===== src/scpd_defs.svh =====
// Register offsets, field positions and reset values for the card pin block
`ifndef SCPD_DEFS_SVH
`define SCPD_DEFS_SVH

`define SCPD_OFF_CTRL      12'h000
`define SCPD_OFF_STAT      12'h004
`define SCPD_OFF_IEN       12'h008

`define SCPD_CTRL_VSEL_LO  0
`define SCPD_CTRL_VSEL_HI  1
`define SCPD_CTRL_RST      2
`define SCPD_CTRL_CLK      3
`define SCPD_CTRL_DATA     4
`define SCPD_CTRL_AUXA     5
`define SCPD_CTRL_AUXB     6
`define SCPD_CTRL_MODE     7
`define SCPD_CTRL_SWTYPE   8
`define SCPD_CTRL_AUXA_OE  9
`define SCPD_CTRL_AUXB_OE  10
`define SCPD_CTRL_WIDTH    11

`define SCPD_STAT_PRES     0
`define SCPD_STAT_INS      1
`define SCPD_STAT_REM      2
`define SCPD_STAT_LEVEL    3

`define SCPD_IEN_INS       0
`define SCPD_IEN_REM       1

// Manual data bit starts released so the data line idles in reception
`define SCPD_CTRL_RESET    11'h010
`define SCPD_RESP_OKAY     2'b00
`define SCPD_RESP_SLVERR   2'b10

`endif


===== src/scpd_pkg.sv =====
// Types shared by the card pin and detect block
package scpd_pkg;
    typedef struct packed {
        logic       clk;
        logic       data_out;
        logic       data_oe_n;
    } scpd_serial_t;

    typedef struct packed {
        logic [1:0] level;
        logic       rst;
    } scpd_power_t;
endpackage


===== src/scpd_ctrl.sv =====
// Card pin control and card detect with an AXI4-Lite register slave
// Operation
// - Supply level output follows the two voltage select bits from software.
// - Writing the reset control bit drives the card reset pin to that level.
// - Reading the reset control bit returns the live reset pin level.
// - In automatic mode the serial engine drives card clock and data pins.
// - In manual mode clock and data pins follow their own software bits.
// - Insert or remove raises an interrupt only when its enable is set.
// - Both auxiliary pins work as general I/O, each with its own bit.
// - Insertion and removal are each recognised as separate events.
// - Switch type bit selects which detect level means card present.
// - Presence flag reads 1 while card present; software may clear it.
// - No debounce; every detect level change updates the presence flag.
// - Mode bit 1 selects automatic transfer, 0 selects manual pins.
// - After reset the serial interface receives, automatic mode off.
`timescale 1ns/100ps
`include "scpd_defs.svh"

module scpd_ctrl
    import scpd_pkg::*;
(
    // System
    input  wire logic        aclk,
    input  wire logic        aresetn,
    // AXI4-Lite write
    input  wire logic [11:0] s_axi_awaddr,
    input  wire logic        s_axi_awvalid,
    output logic             s_axi_awready,
    input  wire logic [31:0] s_axi_wdata,
    input  wire logic [3:0]  s_axi_wstrb,
    input  wire logic        s_axi_wvalid,
    output logic             s_axi_wready,
    output logic [1:0]       s_axi_bresp,
    output logic             s_axi_bvalid,
    input  wire logic        s_axi_bready,
    // AXI4-Lite read
    input  wire logic [11:0] s_axi_araddr,
    input  wire logic        s_axi_arvalid,
    output logic             s_axi_arready,
    output logic [31:0]      s_axi_rdata,
    output logic [1:0]       s_axi_rresp,
    output logic             s_axi_rvalid,
    input  wire logic        s_axi_rready,
    // Automatic serial engine
    input  wire scpd_serial_t auto_serial,
    output logic             serial_data_in,
    // Card pins
    output scpd_power_t      card_power,
    output logic             card_clock_pin,
    input  wire logic        card_serial_data_pin_in,
    output logic             card_serial_data_pin_out,
    output logic             card_serial_data_pin_oe_n,
    input  wire logic        card_reset_pin_in,
    input  wire logic        card_aux_pin_a_in,
    output logic             card_aux_pin_a_out,
    output logic             card_aux_pin_a_oe_n,
    input  wire logic        card_aux_pin_b_in,
    output logic             card_aux_pin_b_out,
    output logic             card_aux_pin_b_oe_n,
    input  wire logic        card_detect_input,
    // Interrupt
    output logic             card_irq
);

    // ----------------------------------------------------------------
    // Registers and synchronisers
    // ----------------------------------------------------------------
    logic [`SCPD_CTRL_WIDTH-1:0] card_control_register;
    logic [1:0]                  card_irq_enable;
    logic                        card_presence_flag;
    logic                        insert_flag;
    logic                        remove_flag;
    logic [1:0]                  det_sync;
    logic                        det_level;
    logic                        det_prev;
    logic                        present;
    logic                        insert_evt;
    logic                        remove_evt;
    logic [1:0]                  rst_sync;
    logic [1:0]                  auxa_sync;
    logic [1:0]                  auxb_sync;
    logic [1:0]                  data_sync;
    logic                        aw_held;
    logic                        w_held;
    logic [11:0]                 aw_addr;
    logic [31:0]                 w_data;
    logic [3:0]                  w_strb;
    logic                        do_write;
    logic                        wr_ctrl;
    logic                        wr_stat;
    logic                        wr_ien;
    logic [31:0]                 next_rdata;
    logic                        next_rerr;

    // Detect, reset, aux and data pins come from outside aclk
    always_ff @(posedge aclk) begin
        if (!aresetn) begin
            det_sync  <= 2'h0;
            rst_sync  <= 2'h0;
            auxa_sync <= 2'h0;
            auxb_sync <= 2'h0;
            data_sync <= 2'h3;
        end else begin
            det_sync  <= {det_sync[0], card_detect_input};
            rst_sync  <= {rst_sync[0], card_reset_pin_in};
            auxa_sync <= {auxa_sync[0], card_aux_pin_a_in};
            auxb_sync <= {auxb_sync[0], card_aux_pin_b_in};
            data_sync <= {data_sync[0], card_serial_data_pin_in};
        end
    end
    assign det_level = det_sync[1];
    assign serial_data_in = data_sync[1];

    // ----------------------------------------------------------------
    // Card detect
    // ----------------------------------------------------------------
    // Switch type 0: high means present; 1: low means present
    assign present    = det_level ^ card_control_register[`SCPD_CTRL_SWTYPE];
    assign insert_evt = present & ~det_prev;
    assign remove_evt = ~present & det_prev;

    always_ff @(posedge aclk) begin
        if (!aresetn) begin
            det_prev <= 1'b0;
        end else begin
            det_prev <= present;
        end
    end

    // Hardware set wins over a clear in the same cycle
    always_ff @(posedge aclk) begin
        if (!aresetn) begin
            card_presence_flag <= 1'b0;
            insert_flag        <= 1'b0;
            remove_flag        <= 1'b0;
        end else begin
            if (insert_evt) begin
                card_presence_flag <= 1'b1;
            end else if (remove_evt) begin
                card_presence_flag <= 1'b0;
            end else if (wr_stat && w_strb[0] && !w_data[`SCPD_STAT_PRES]) begin
                card_presence_flag <= 1'b0;
            end
            if (insert_evt) begin
                insert_flag <= 1'b1;
            end else if (wr_stat && w_strb[0] && w_data[`SCPD_STAT_INS]) begin
                insert_flag <= 1'b0;
            end
            if (remove_evt) begin
                remove_flag <= 1'b1;
            end else if (wr_stat && w_strb[0] && w_data[`SCPD_STAT_REM]) begin
                remove_flag <= 1'b0;
            end
        end
    end

    assign card_irq = (insert_flag & card_irq_enable[`SCPD_IEN_INS])
                    | (remove_flag & card_irq_enable[`SCPD_IEN_REM]);

    // ----------------------------------------------------------------
    // Pin drive
    // ----------------------------------------------------------------
    always_ff @(posedge aclk) begin
        if (!aresetn) begin
            card_power                <= '0;
            card_clock_pin            <= 1'b0;
            card_serial_data_pin_out  <= 1'b1;
            card_serial_data_pin_oe_n <= 1'b1;
            card_aux_pin_a_out        <= 1'b0;
            card_aux_pin_a_oe_n       <= 1'b1;
            card_aux_pin_b_out        <= 1'b0;
            card_aux_pin_b_oe_n       <= 1'b1;
        end else begin
            card_power.level <= {card_control_register[`SCPD_CTRL_VSEL_HI],
                                 card_control_register[`SCPD_CTRL_VSEL_LO]};
            card_power.rst   <= card_control_register[`SCPD_CTRL_RST];
            if (card_control_register[`SCPD_CTRL_MODE]) begin
                card_clock_pin            <= auto_serial.clk;
                card_serial_data_pin_out  <= auto_serial.data_out;
                card_serial_data_pin_oe_n <= auto_serial.data_oe_n;
            end else begin
                card_clock_pin            <= card_control_register[`SCPD_CTRL_CLK];
                card_serial_data_pin_out  <= card_control_register[`SCPD_CTRL_DATA];
                // Open-drain style: only a low level is driven
                card_serial_data_pin_oe_n <= card_control_register[`SCPD_CTRL_DATA];
            end
            card_aux_pin_a_out  <= card_control_register[`SCPD_CTRL_AUXA];
            card_aux_pin_a_oe_n <= ~card_control_register[`SCPD_CTRL_AUXA_OE];
            card_aux_pin_b_out  <= card_control_register[`SCPD_CTRL_AUXB];
            card_aux_pin_b_oe_n <= ~card_control_register[`SCPD_CTRL_AUXB_OE];
        end
    end

    // ----------------------------------------------------------------
    // AXI4-Lite slave
    // ----------------------------------------------------------------
    assign s_axi_awready = ~aw_held & ~s_axi_bvalid;
    assign s_axi_wready  = ~w_held & ~s_axi_bvalid;
    assign s_axi_arready = ~s_axi_rvalid;
    assign do_write      = aw_held & w_held & ~s_axi_bvalid;
    assign wr_ctrl       = do_write && aw_addr[11:2] == 10'(`SCPD_OFF_CTRL >> 2);
    assign wr_stat       = do_write && aw_addr[11:2] == 10'(`SCPD_OFF_STAT >> 2);
    assign wr_ien        = do_write && aw_addr[11:2] == 10'(`SCPD_OFF_IEN >> 2);

    always_ff @(posedge aclk) begin
        if (!aresetn) begin
            aw_held      <= 1'b0;
            w_held       <= 1'b0;
            aw_addr      <= 12'h000;
            w_data       <= 32'h0000_0000;
            w_strb       <= 4'h0;
            s_axi_bvalid <= 1'b0;
            s_axi_bresp  <= `SCPD_RESP_OKAY;
        end else begin
            if (s_axi_awvalid && s_axi_awready) begin
                aw_held <= 1'b1;
                aw_addr <= s_axi_awaddr;
            end
            if (s_axi_wvalid && s_axi_wready) begin
                w_held <= 1'b1;
                w_data <= s_axi_wdata;
                w_strb <= s_axi_wstrb;
            end
            if (do_write) begin
                aw_held      <= 1'b0;
                w_held       <= 1'b0;
                s_axi_bvalid <= 1'b1;
                s_axi_bresp  <= (wr_ctrl || wr_stat || wr_ien) ? `SCPD_RESP_OKAY
                                                               : `SCPD_RESP_SLVERR;
            end else if (s_axi_bready) begin
                s_axi_bvalid <= 1'b0;
            end
        end
    end

    always_ff @(posedge aclk) begin
        if (!aresetn) begin
            card_control_register <= `SCPD_CTRL_RESET;
            card_irq_enable       <= 2'h0;
        end else begin
            if (wr_ctrl) begin
                if (w_strb[0]) begin
                    card_control_register[7:0] <= w_data[7:0];
                end
                if (w_strb[1]) begin
                    card_control_register[10:8] <= w_data[10:8];
                end
            end
            if (wr_ien && w_strb[0]) begin
                card_irq_enable <= w_data[1:0];
            end
        end
    end

    always_comb begin
        next_rdata = 32'h0000_0000;
        next_rerr  = 1'b0;
        case (s_axi_araddr[11:2])
            10'(`SCPD_OFF_CTRL >> 2): begin
                next_rdata[`SCPD_CTRL_WIDTH-1:0] = card_control_register;
                next_rdata[`SCPD_CTRL_RST]       = rst_sync[1];
                next_rdata[`SCPD_CTRL_AUXA]      = auxa_sync[1];
                next_rdata[`SCPD_CTRL_AUXB]      = auxb_sync[1];
            end
            10'(`SCPD_OFF_STAT >> 2): begin
                next_rdata[`SCPD_STAT_PRES]  = card_presence_flag;
                next_rdata[`SCPD_STAT_INS]   = insert_flag;
                next_rdata[`SCPD_STAT_REM]   = remove_flag;
                next_rdata[`SCPD_STAT_LEVEL] = present;
            end
            10'(`SCPD_OFF_IEN >> 2): begin
                next_rdata[1:0] = card_irq_enable;
            end
            default: begin
                next_rerr = 1'b1;
            end
        endcase
    end

    always_ff @(posedge aclk) begin
        if (!aresetn) begin
            s_axi_rvalid <= 1'b0;
            s_axi_rdata  <= 32'h0000_0000;
            s_axi_rresp  <= `SCPD_RESP_OKAY;
        end else begin
            if (s_axi_arvalid && s_axi_arready) begin
                s_axi_rvalid <= 1'b1;
                s_axi_rdata  <= next_rdata;
                s_axi_rresp  <= next_rerr ? `SCPD_RESP_SLVERR : `SCPD_RESP_OKAY;
            end else if (s_axi_rready) begin
                s_axi_rvalid <= 1'b0;
            end
        end
    end

    // ----------------------------------------------------------------
    // Assertions
    // ----------------------------------------------------------------
    AST_SUPPLY: assert property (@(posedge aclk) disable iff (!aresetn)
        card_power.level == {$past(card_control_register[1]), $past(card_control_register[0])})
        else $error("Supply level does not follow select bits");
    AST_RESET_PIN: assert property (@(posedge aclk) disable iff (!aresetn)
        wr_ctrl && w_strb[0] |=> ##1 card_power.rst == $past(w_data[`SCPD_CTRL_RST], 2))
        else $error("Reset pin not driven to written level");
    AST_AUTO_CLK: assert property (@(posedge aclk) disable iff (!aresetn)
        card_control_register[`SCPD_CTRL_MODE] |=> card_clock_pin == $past(auto_serial.clk))
        else $error("Automatic mode clock not from serial engine");
    AST_MANUAL_CLK: assert property (@(posedge aclk) disable iff (!aresetn)
        !card_control_register[`SCPD_CTRL_MODE]
        |=> card_clock_pin == $past(card_control_register[`SCPD_CTRL_CLK]))
        else $error("Manual mode clock not from control bit");
    AST_IRQ_GATE: assert property (@(posedge aclk) disable iff (!aresetn)
        card_irq |-> (insert_flag && card_irq_enable[0]) || (remove_flag && card_irq_enable[1]))
        else $error("Interrupt without enabled event");
    AST_IRQ_RAISE: assert property (@(posedge aclk) disable iff (!aresetn)
        insert_evt && card_irq_enable[`SCPD_IEN_INS] && !wr_ien |=> card_irq)
        else $error("Enabled insertion raised no interrupt");
    AST_INSERT_SETS: assert property (@(posedge aclk) disable iff (!aresetn)
        insert_evt |=> insert_flag && card_presence_flag)
        else $error("Insertion not recorded");
    AST_REMOVE_SETS: assert property (@(posedge aclk) disable iff (!aresetn)
        remove_evt |=> remove_flag && !card_presence_flag)
        else $error("Removal not recorded");
    AST_SYNC_PATH: assert property (@(posedge aclk) disable iff (!aresetn)
        $rose(det_level) && !card_control_register[`SCPD_CTRL_SWTYPE]
        && $stable(card_control_register[`SCPD_CTRL_SWTYPE]) |=> card_presence_flag)
        else $error("Detect edge did not reach the presence flag");

endmodule


===== config.mk =====
export PLATFORM = sky130hd
export DESIGN_NAME = scpd_ctrl
export DESIGN_NICKNAME = d
export VERILOG_FILES = /design/src/scpd_pkg.sv /design/src/scpd_ctrl.sv
export VERILOG_INCLUDE_DIRS = /design/src
export SDC_FILE = /design/constraint.sdc
export NUM_CORES = 1
export LEC_CHECK = 0
export ABC_CLOCK_PERIOD_IN_PS = 4600
export BUFFER_PORTS_ARGS = -buffer_cell sky130_fd_sc_hd__buf_2
export CAP_MARGIN = 20
export CORE_MARGIN = 5
export CORE_UTILIZATION = 51
export DETAILED_ROUTE_END_ITERATION = 10
export PLACE_DENSITY = 0.94
export RECOVER_POWER = 50
export SKIP_CTS_REPAIR_TIMING = 1
export SLEW_MARGIN = 10
export SYNTH_ARGS = -nofsm -noshare
export SYNTH_HDL_FRONTEND = slang
export SYNTH_SLANG_ARGS = --single-unit

===== constraint.sdc =====
create_clock -name aclk -period 4.6 [get_ports aclk]
set_clock_uncertainty 0.05 [all_clocks]
set_input_delay 0.69 -clock aclk [delete_from_list [all_inputs] [get_ports aclk]]
set_output_delay 0.69 -clock aclk [all_outputs]
set_load 0.02 [all_outputs]

Word-level counts from Yosys, hierarchy flattened

Index checks and enable logic that the tools add are counted.

Register bits: 81
Bits of input ports: 75
Output and inout port bits: 53
Logic and storage cells: 98

Equal/unequal tests: 4
Multiplexer cells: 19
Bitwise gates (word level): 19
Reductions and logical operators: 25

Operator list:

| kind                  | number |
|---|---|
| $eq A10 B1 Y1 const B | 2 |
| $eq A10 B2 Y1 const B | 2 |
| $logic_not A10 Y1     | 2 |
| $mux W1               | 14 |
| $logic_and A1 B1 Y1   | 11 |
| $not A1 Y1            | 9 |
| $and A1 B1 Y1         | 8 |
| $reduce_bool A2 Y1    | 4 |
| $mux W7               | 1 |
| $pmux W2 S3           | 1 |
| $mux W2               | 2 |
| $pmux W2 S2           | 1 |
| $reduce_and A2 Y1     | 2 |
| $reduce_bool A3 Y1    | 1 |
| $reduce_or A3 Y1      | 1 |
| $logic_or A1 B1 Y1    | 2 |
| $reduce_or A2 Y1      | 1 |
| $logic_not A1 Y1      | 1 |
| $or A1 B1 Y1          | 1 |
| $xor A1 B1 Y1         | 1 |

Depth between registers and ports, before layout

Depth after elaboration: 8
Gate-level depth with buffers: 6
Mapped depth without buffers: 5

Worst setup path after synthesis

Ideal clock, no wire load.

Path type: input-to-reg
Start: input s_axi_araddr[11]
End: register s_axi_rdata[1]
Library setup time: 0.066 ns
Data arrival time: 2.065 ns
Required time: 4.484 ns
Slack: 2.419 ns
Stages on the path: 4
Buffers on the path: 0
Path through: or4_1 > a2111oi_0 > a22oi_1 > nor2b_1

Word-level cells in the longest chain between the ends: 2
Elaborated cells between the ends (all ways): 4
Classes of those cells: eq/ne (2); mux (1); reduce/logical (1)

Ends and longest elaborated chain:

| item                                        | RTL line         | RTL |
|---|---|---|
| from (decl)                                 | scpd_ctrl.sv:37  | `input wire logic [11:0] s_axi_araddr,` |
| $eq A10 B2 Y1, or another cell as far along | scpd_ctrl.sv:258 | `case (s_axi_araddr[11:2])` |
| $pmux W2 S3 *                               | scpd_ctrl.sv:258 |  |
| to (signal assigned)                        | scpd_ctrl.sv:288 | `s_axi_rdata <= next_rdata;` |
| to (decl)                                   | scpd_ctrl.sv:40  | `output logic [31:0] s_axi_rdata,` |

Every way passes the cells marked *; elsewhere a longest branch is shown, timed or not.
A chain may end at the register's enable or synchronous reset.

==> results.json <==
{
  "setup_violations": 0,
  "p_int_uw": 999.6,
  "vias": 2336,
  "p_comb_frac": 0.095,
  "fin_nets": 484,
  "dr.pass1.iters": 4,
  "grt_first_pass_wirelength_mm": 9.784,
  "cp-start-kind": "input port",
  "n_antenna_cell": 0,
  "peakVddDrop_mv": 0.1836,
  "fmax_ghz": 0.3504,
  "timing_worst_setup_path_type": "input port to register",
  "setup_tns_ns": 0,
  "cts_sinks": 77,
  "drv_cap": 1,
  "layout_common_cells": "dfxtp_1, nand2_1, buf_2",
  "fillers": 562,
  "cts_buffers": 9,
  "first_global_vias": 2235,
  "final.period_utilization": 0.6205,
  "drive_above_1_share": 0.1650,
  "endpoint_kind": "register",
  "drc": 0,
  "io_pins": 128,
  "wl_per_cell_um": 12.30,
  "cts_max_path_buffers": 2,
  "p_total_uw": 1319,
  "clk-insertion-delay-late_ns": 0.34,
  "synth_area_um2": 3058,
  "synth_edf_count": 0,
  "core_um2": 5886,
  "synthArstFlopShare": 0,
  "rows": 28,
  "wirelength_mm": 5.992,
  "worst_slack_ns": 1.746,
  "p_leak_uw": 0.001556,
  "hold_class": "register to register",
  "rsz0062_at_grt": "no",
  "min_period_ns": 2.854,
  "fin_util": 0.6014,
  "synth.yosys.seq_area_share": 0.5041,
  "power_density_nw_per_um2": 372.7,
  "whs_ns": 0.3576,
  "ys_ff_latch": 77,
  "seqPwrFrac": 0.534,
  "grt.overflow.total": 0,
  "critical_path_required_ns": 4.81,
  "slew_headroom": -0.3672,
  "worst_slew_pin_slew_ns": 2.051,
  "syn_to_final_growth_pct": 15.75,
  "grt_max_degree": 60,
  "place.gp.congestion": 0.8240,
  "ys_types": 40,
  "violations": "capacitance limit, slew limit",
  "dieWidth_um": 87.44,
  "syn_avg_cell_area_um2": 9.101,
  "synthCells": 336,
  "initial_core_util": 0.5196,
  "antenna_found_initial": 0,
  "io_buffers": 77,
  "die_h_um": 87.44,
  "final_antenna_net_count": 0,
  "dp_hpwl_mm": 4.453,
  "status": "complete, but fails checks",
  "dieArea_um2": 7645,
  "final_common_cell": "dfxtp_1",
  "p_sw_uw": 319.8,
  "hold_viol_final": 0,
  "synth_ff_type": "dfxtp_1",
  "dpl_worst_slack_ns": 2.035,
  "cts_max_level": 3,
  "arrival_ns": 3.07,
  "grt_usage": 0.1642,
  "yosysWarnings": 0,
  "cts_tree": "built",
  "cp_max_fo": 59,
  "clkPwrFrac": 0.371,
  "vias_per_cell": 4.797,
  "clockRootBuffer": "clkbuf_8",
  "switching_share": 0.2424,
  "drtIter0Drc": 72,
  "slew_violations": 60,
  "clk_pin_slew_worst_paths_ns": 0.07
}
state kept, by name (all words and copies together) (netlist names), 2 cells and up:
signal                 count
aw_addr                   10
rst_sync                   2
card_irq_enable            2
data_sync                  2
auxb_sync                  2
det_sync                   2
s_axi_rdata               11
auxa_sync                  2
w_data                    11
card_power                 3
w_strb                     2
card_control_register     11
worst max-delay path, stage by stage:
cell and delay, ns:
clkbuf_1 1.44, clkbuf_1 0.61, nand2_1 0.16, mux2i_1 0.16
per-stage QoR:
stage / std cells / cell area (um2)
floorplan: 358 / 3141
global placement: 471 / 3382
detailed placement: 471 / 3382
CTS: 487 / 3575
global route: 487 / 3540
finish: 487 / 3540
cell usage after synthesis (3+ instances only):
master	number	area (um2)
dfxtp_1	77	1541
nand2_1	76	285.3
a21boi_0	25	187.7
buf_4	23	172.7
mux2i_1	16	160.2
clkbuf_1	15	56.30
inv_1	12	45.04
nor2b_1	12	75.07
and2_1	10	62.56
nor2_1	10	37.54
a22oi_1	9	67.56
nand2b_1	5	31.28
o21ai_0	5	25.02
or4_1	4	30.03
a31oi_1	3	18.77
nand3_1	3	15.01
nor3_1	3	15.01
routing by layer:
metal / routed length (um) / share of wire / vias up / track usage
li1: - / - / 1212 / -
met2: 2897 / 0.48 / 69 / 0.2795
met1: 2584 / 0.43 / 1044 / 0.1904
met4: 99 / 0.017 / 0 / 0.08368
met5: 0 / 0 / - / 0
met3: 410 / 0.068 / 11 / 0.03974
power by group through the flow:
stage	Combinational, uW	Sequential [uW]	Clock, uW
finish	126	705	489
CTS	127	704	504
global placement	123	718	0
global route	143	707	535
floorplan	102	718	0
detailed placement	126	720	0
area by class of cell:
cell class                      instances  area (um2)  area share
Inverter                               12       45.04     0.01273
Multi-Input combinational cell        229        1309      0.3697
Sequential cell                        77        1541      0.4355
Clock buffer                           12       145.1     0.04100
Tap cell                               75       93.84     0.02651
Clock inverter                          4       47.55     0.01343
Timing Repair Buffer                   78       357.8      0.1011
path summary, 6_finish.rpt:
kind	depth (start not counted)	start	endpoint	slack, ns
hold reg to reg	1	card_control_register[10]	card_aux_pin_b_oe_n	0.36
hold / removal	1	card_control_register[10]	card_aux_pin_b_oe_n	0.36
setup reg to reg	4	aw_addr[10]	card_control_register[1]	2.42
setup / recovery	4	aresetn	card_control_register[9]	1.75
cell families (layout without fill, tap and decap cells):
| family | Yosys count | in the layout | share of synthesized area |
|---|---|---|---|
| buf+inv | 52 | 106 | 0.09492 |
| flops | 77 | 77 | 0.5041 |
| compound gates | 52 | 52 | 0.1244 |
| xor+xnor | 1 | 1 | 0.002865 |
| other cells | 1 | 23 | 0.001226 |
| simple gates | 134 | 134 | 0.2083 |
| mux | 17 | 17 | 0.05605 |
| fa+ha+maj | 2 | 2 | 0.008182 |
Note: power is estimated with default switching activity, not from simulation.
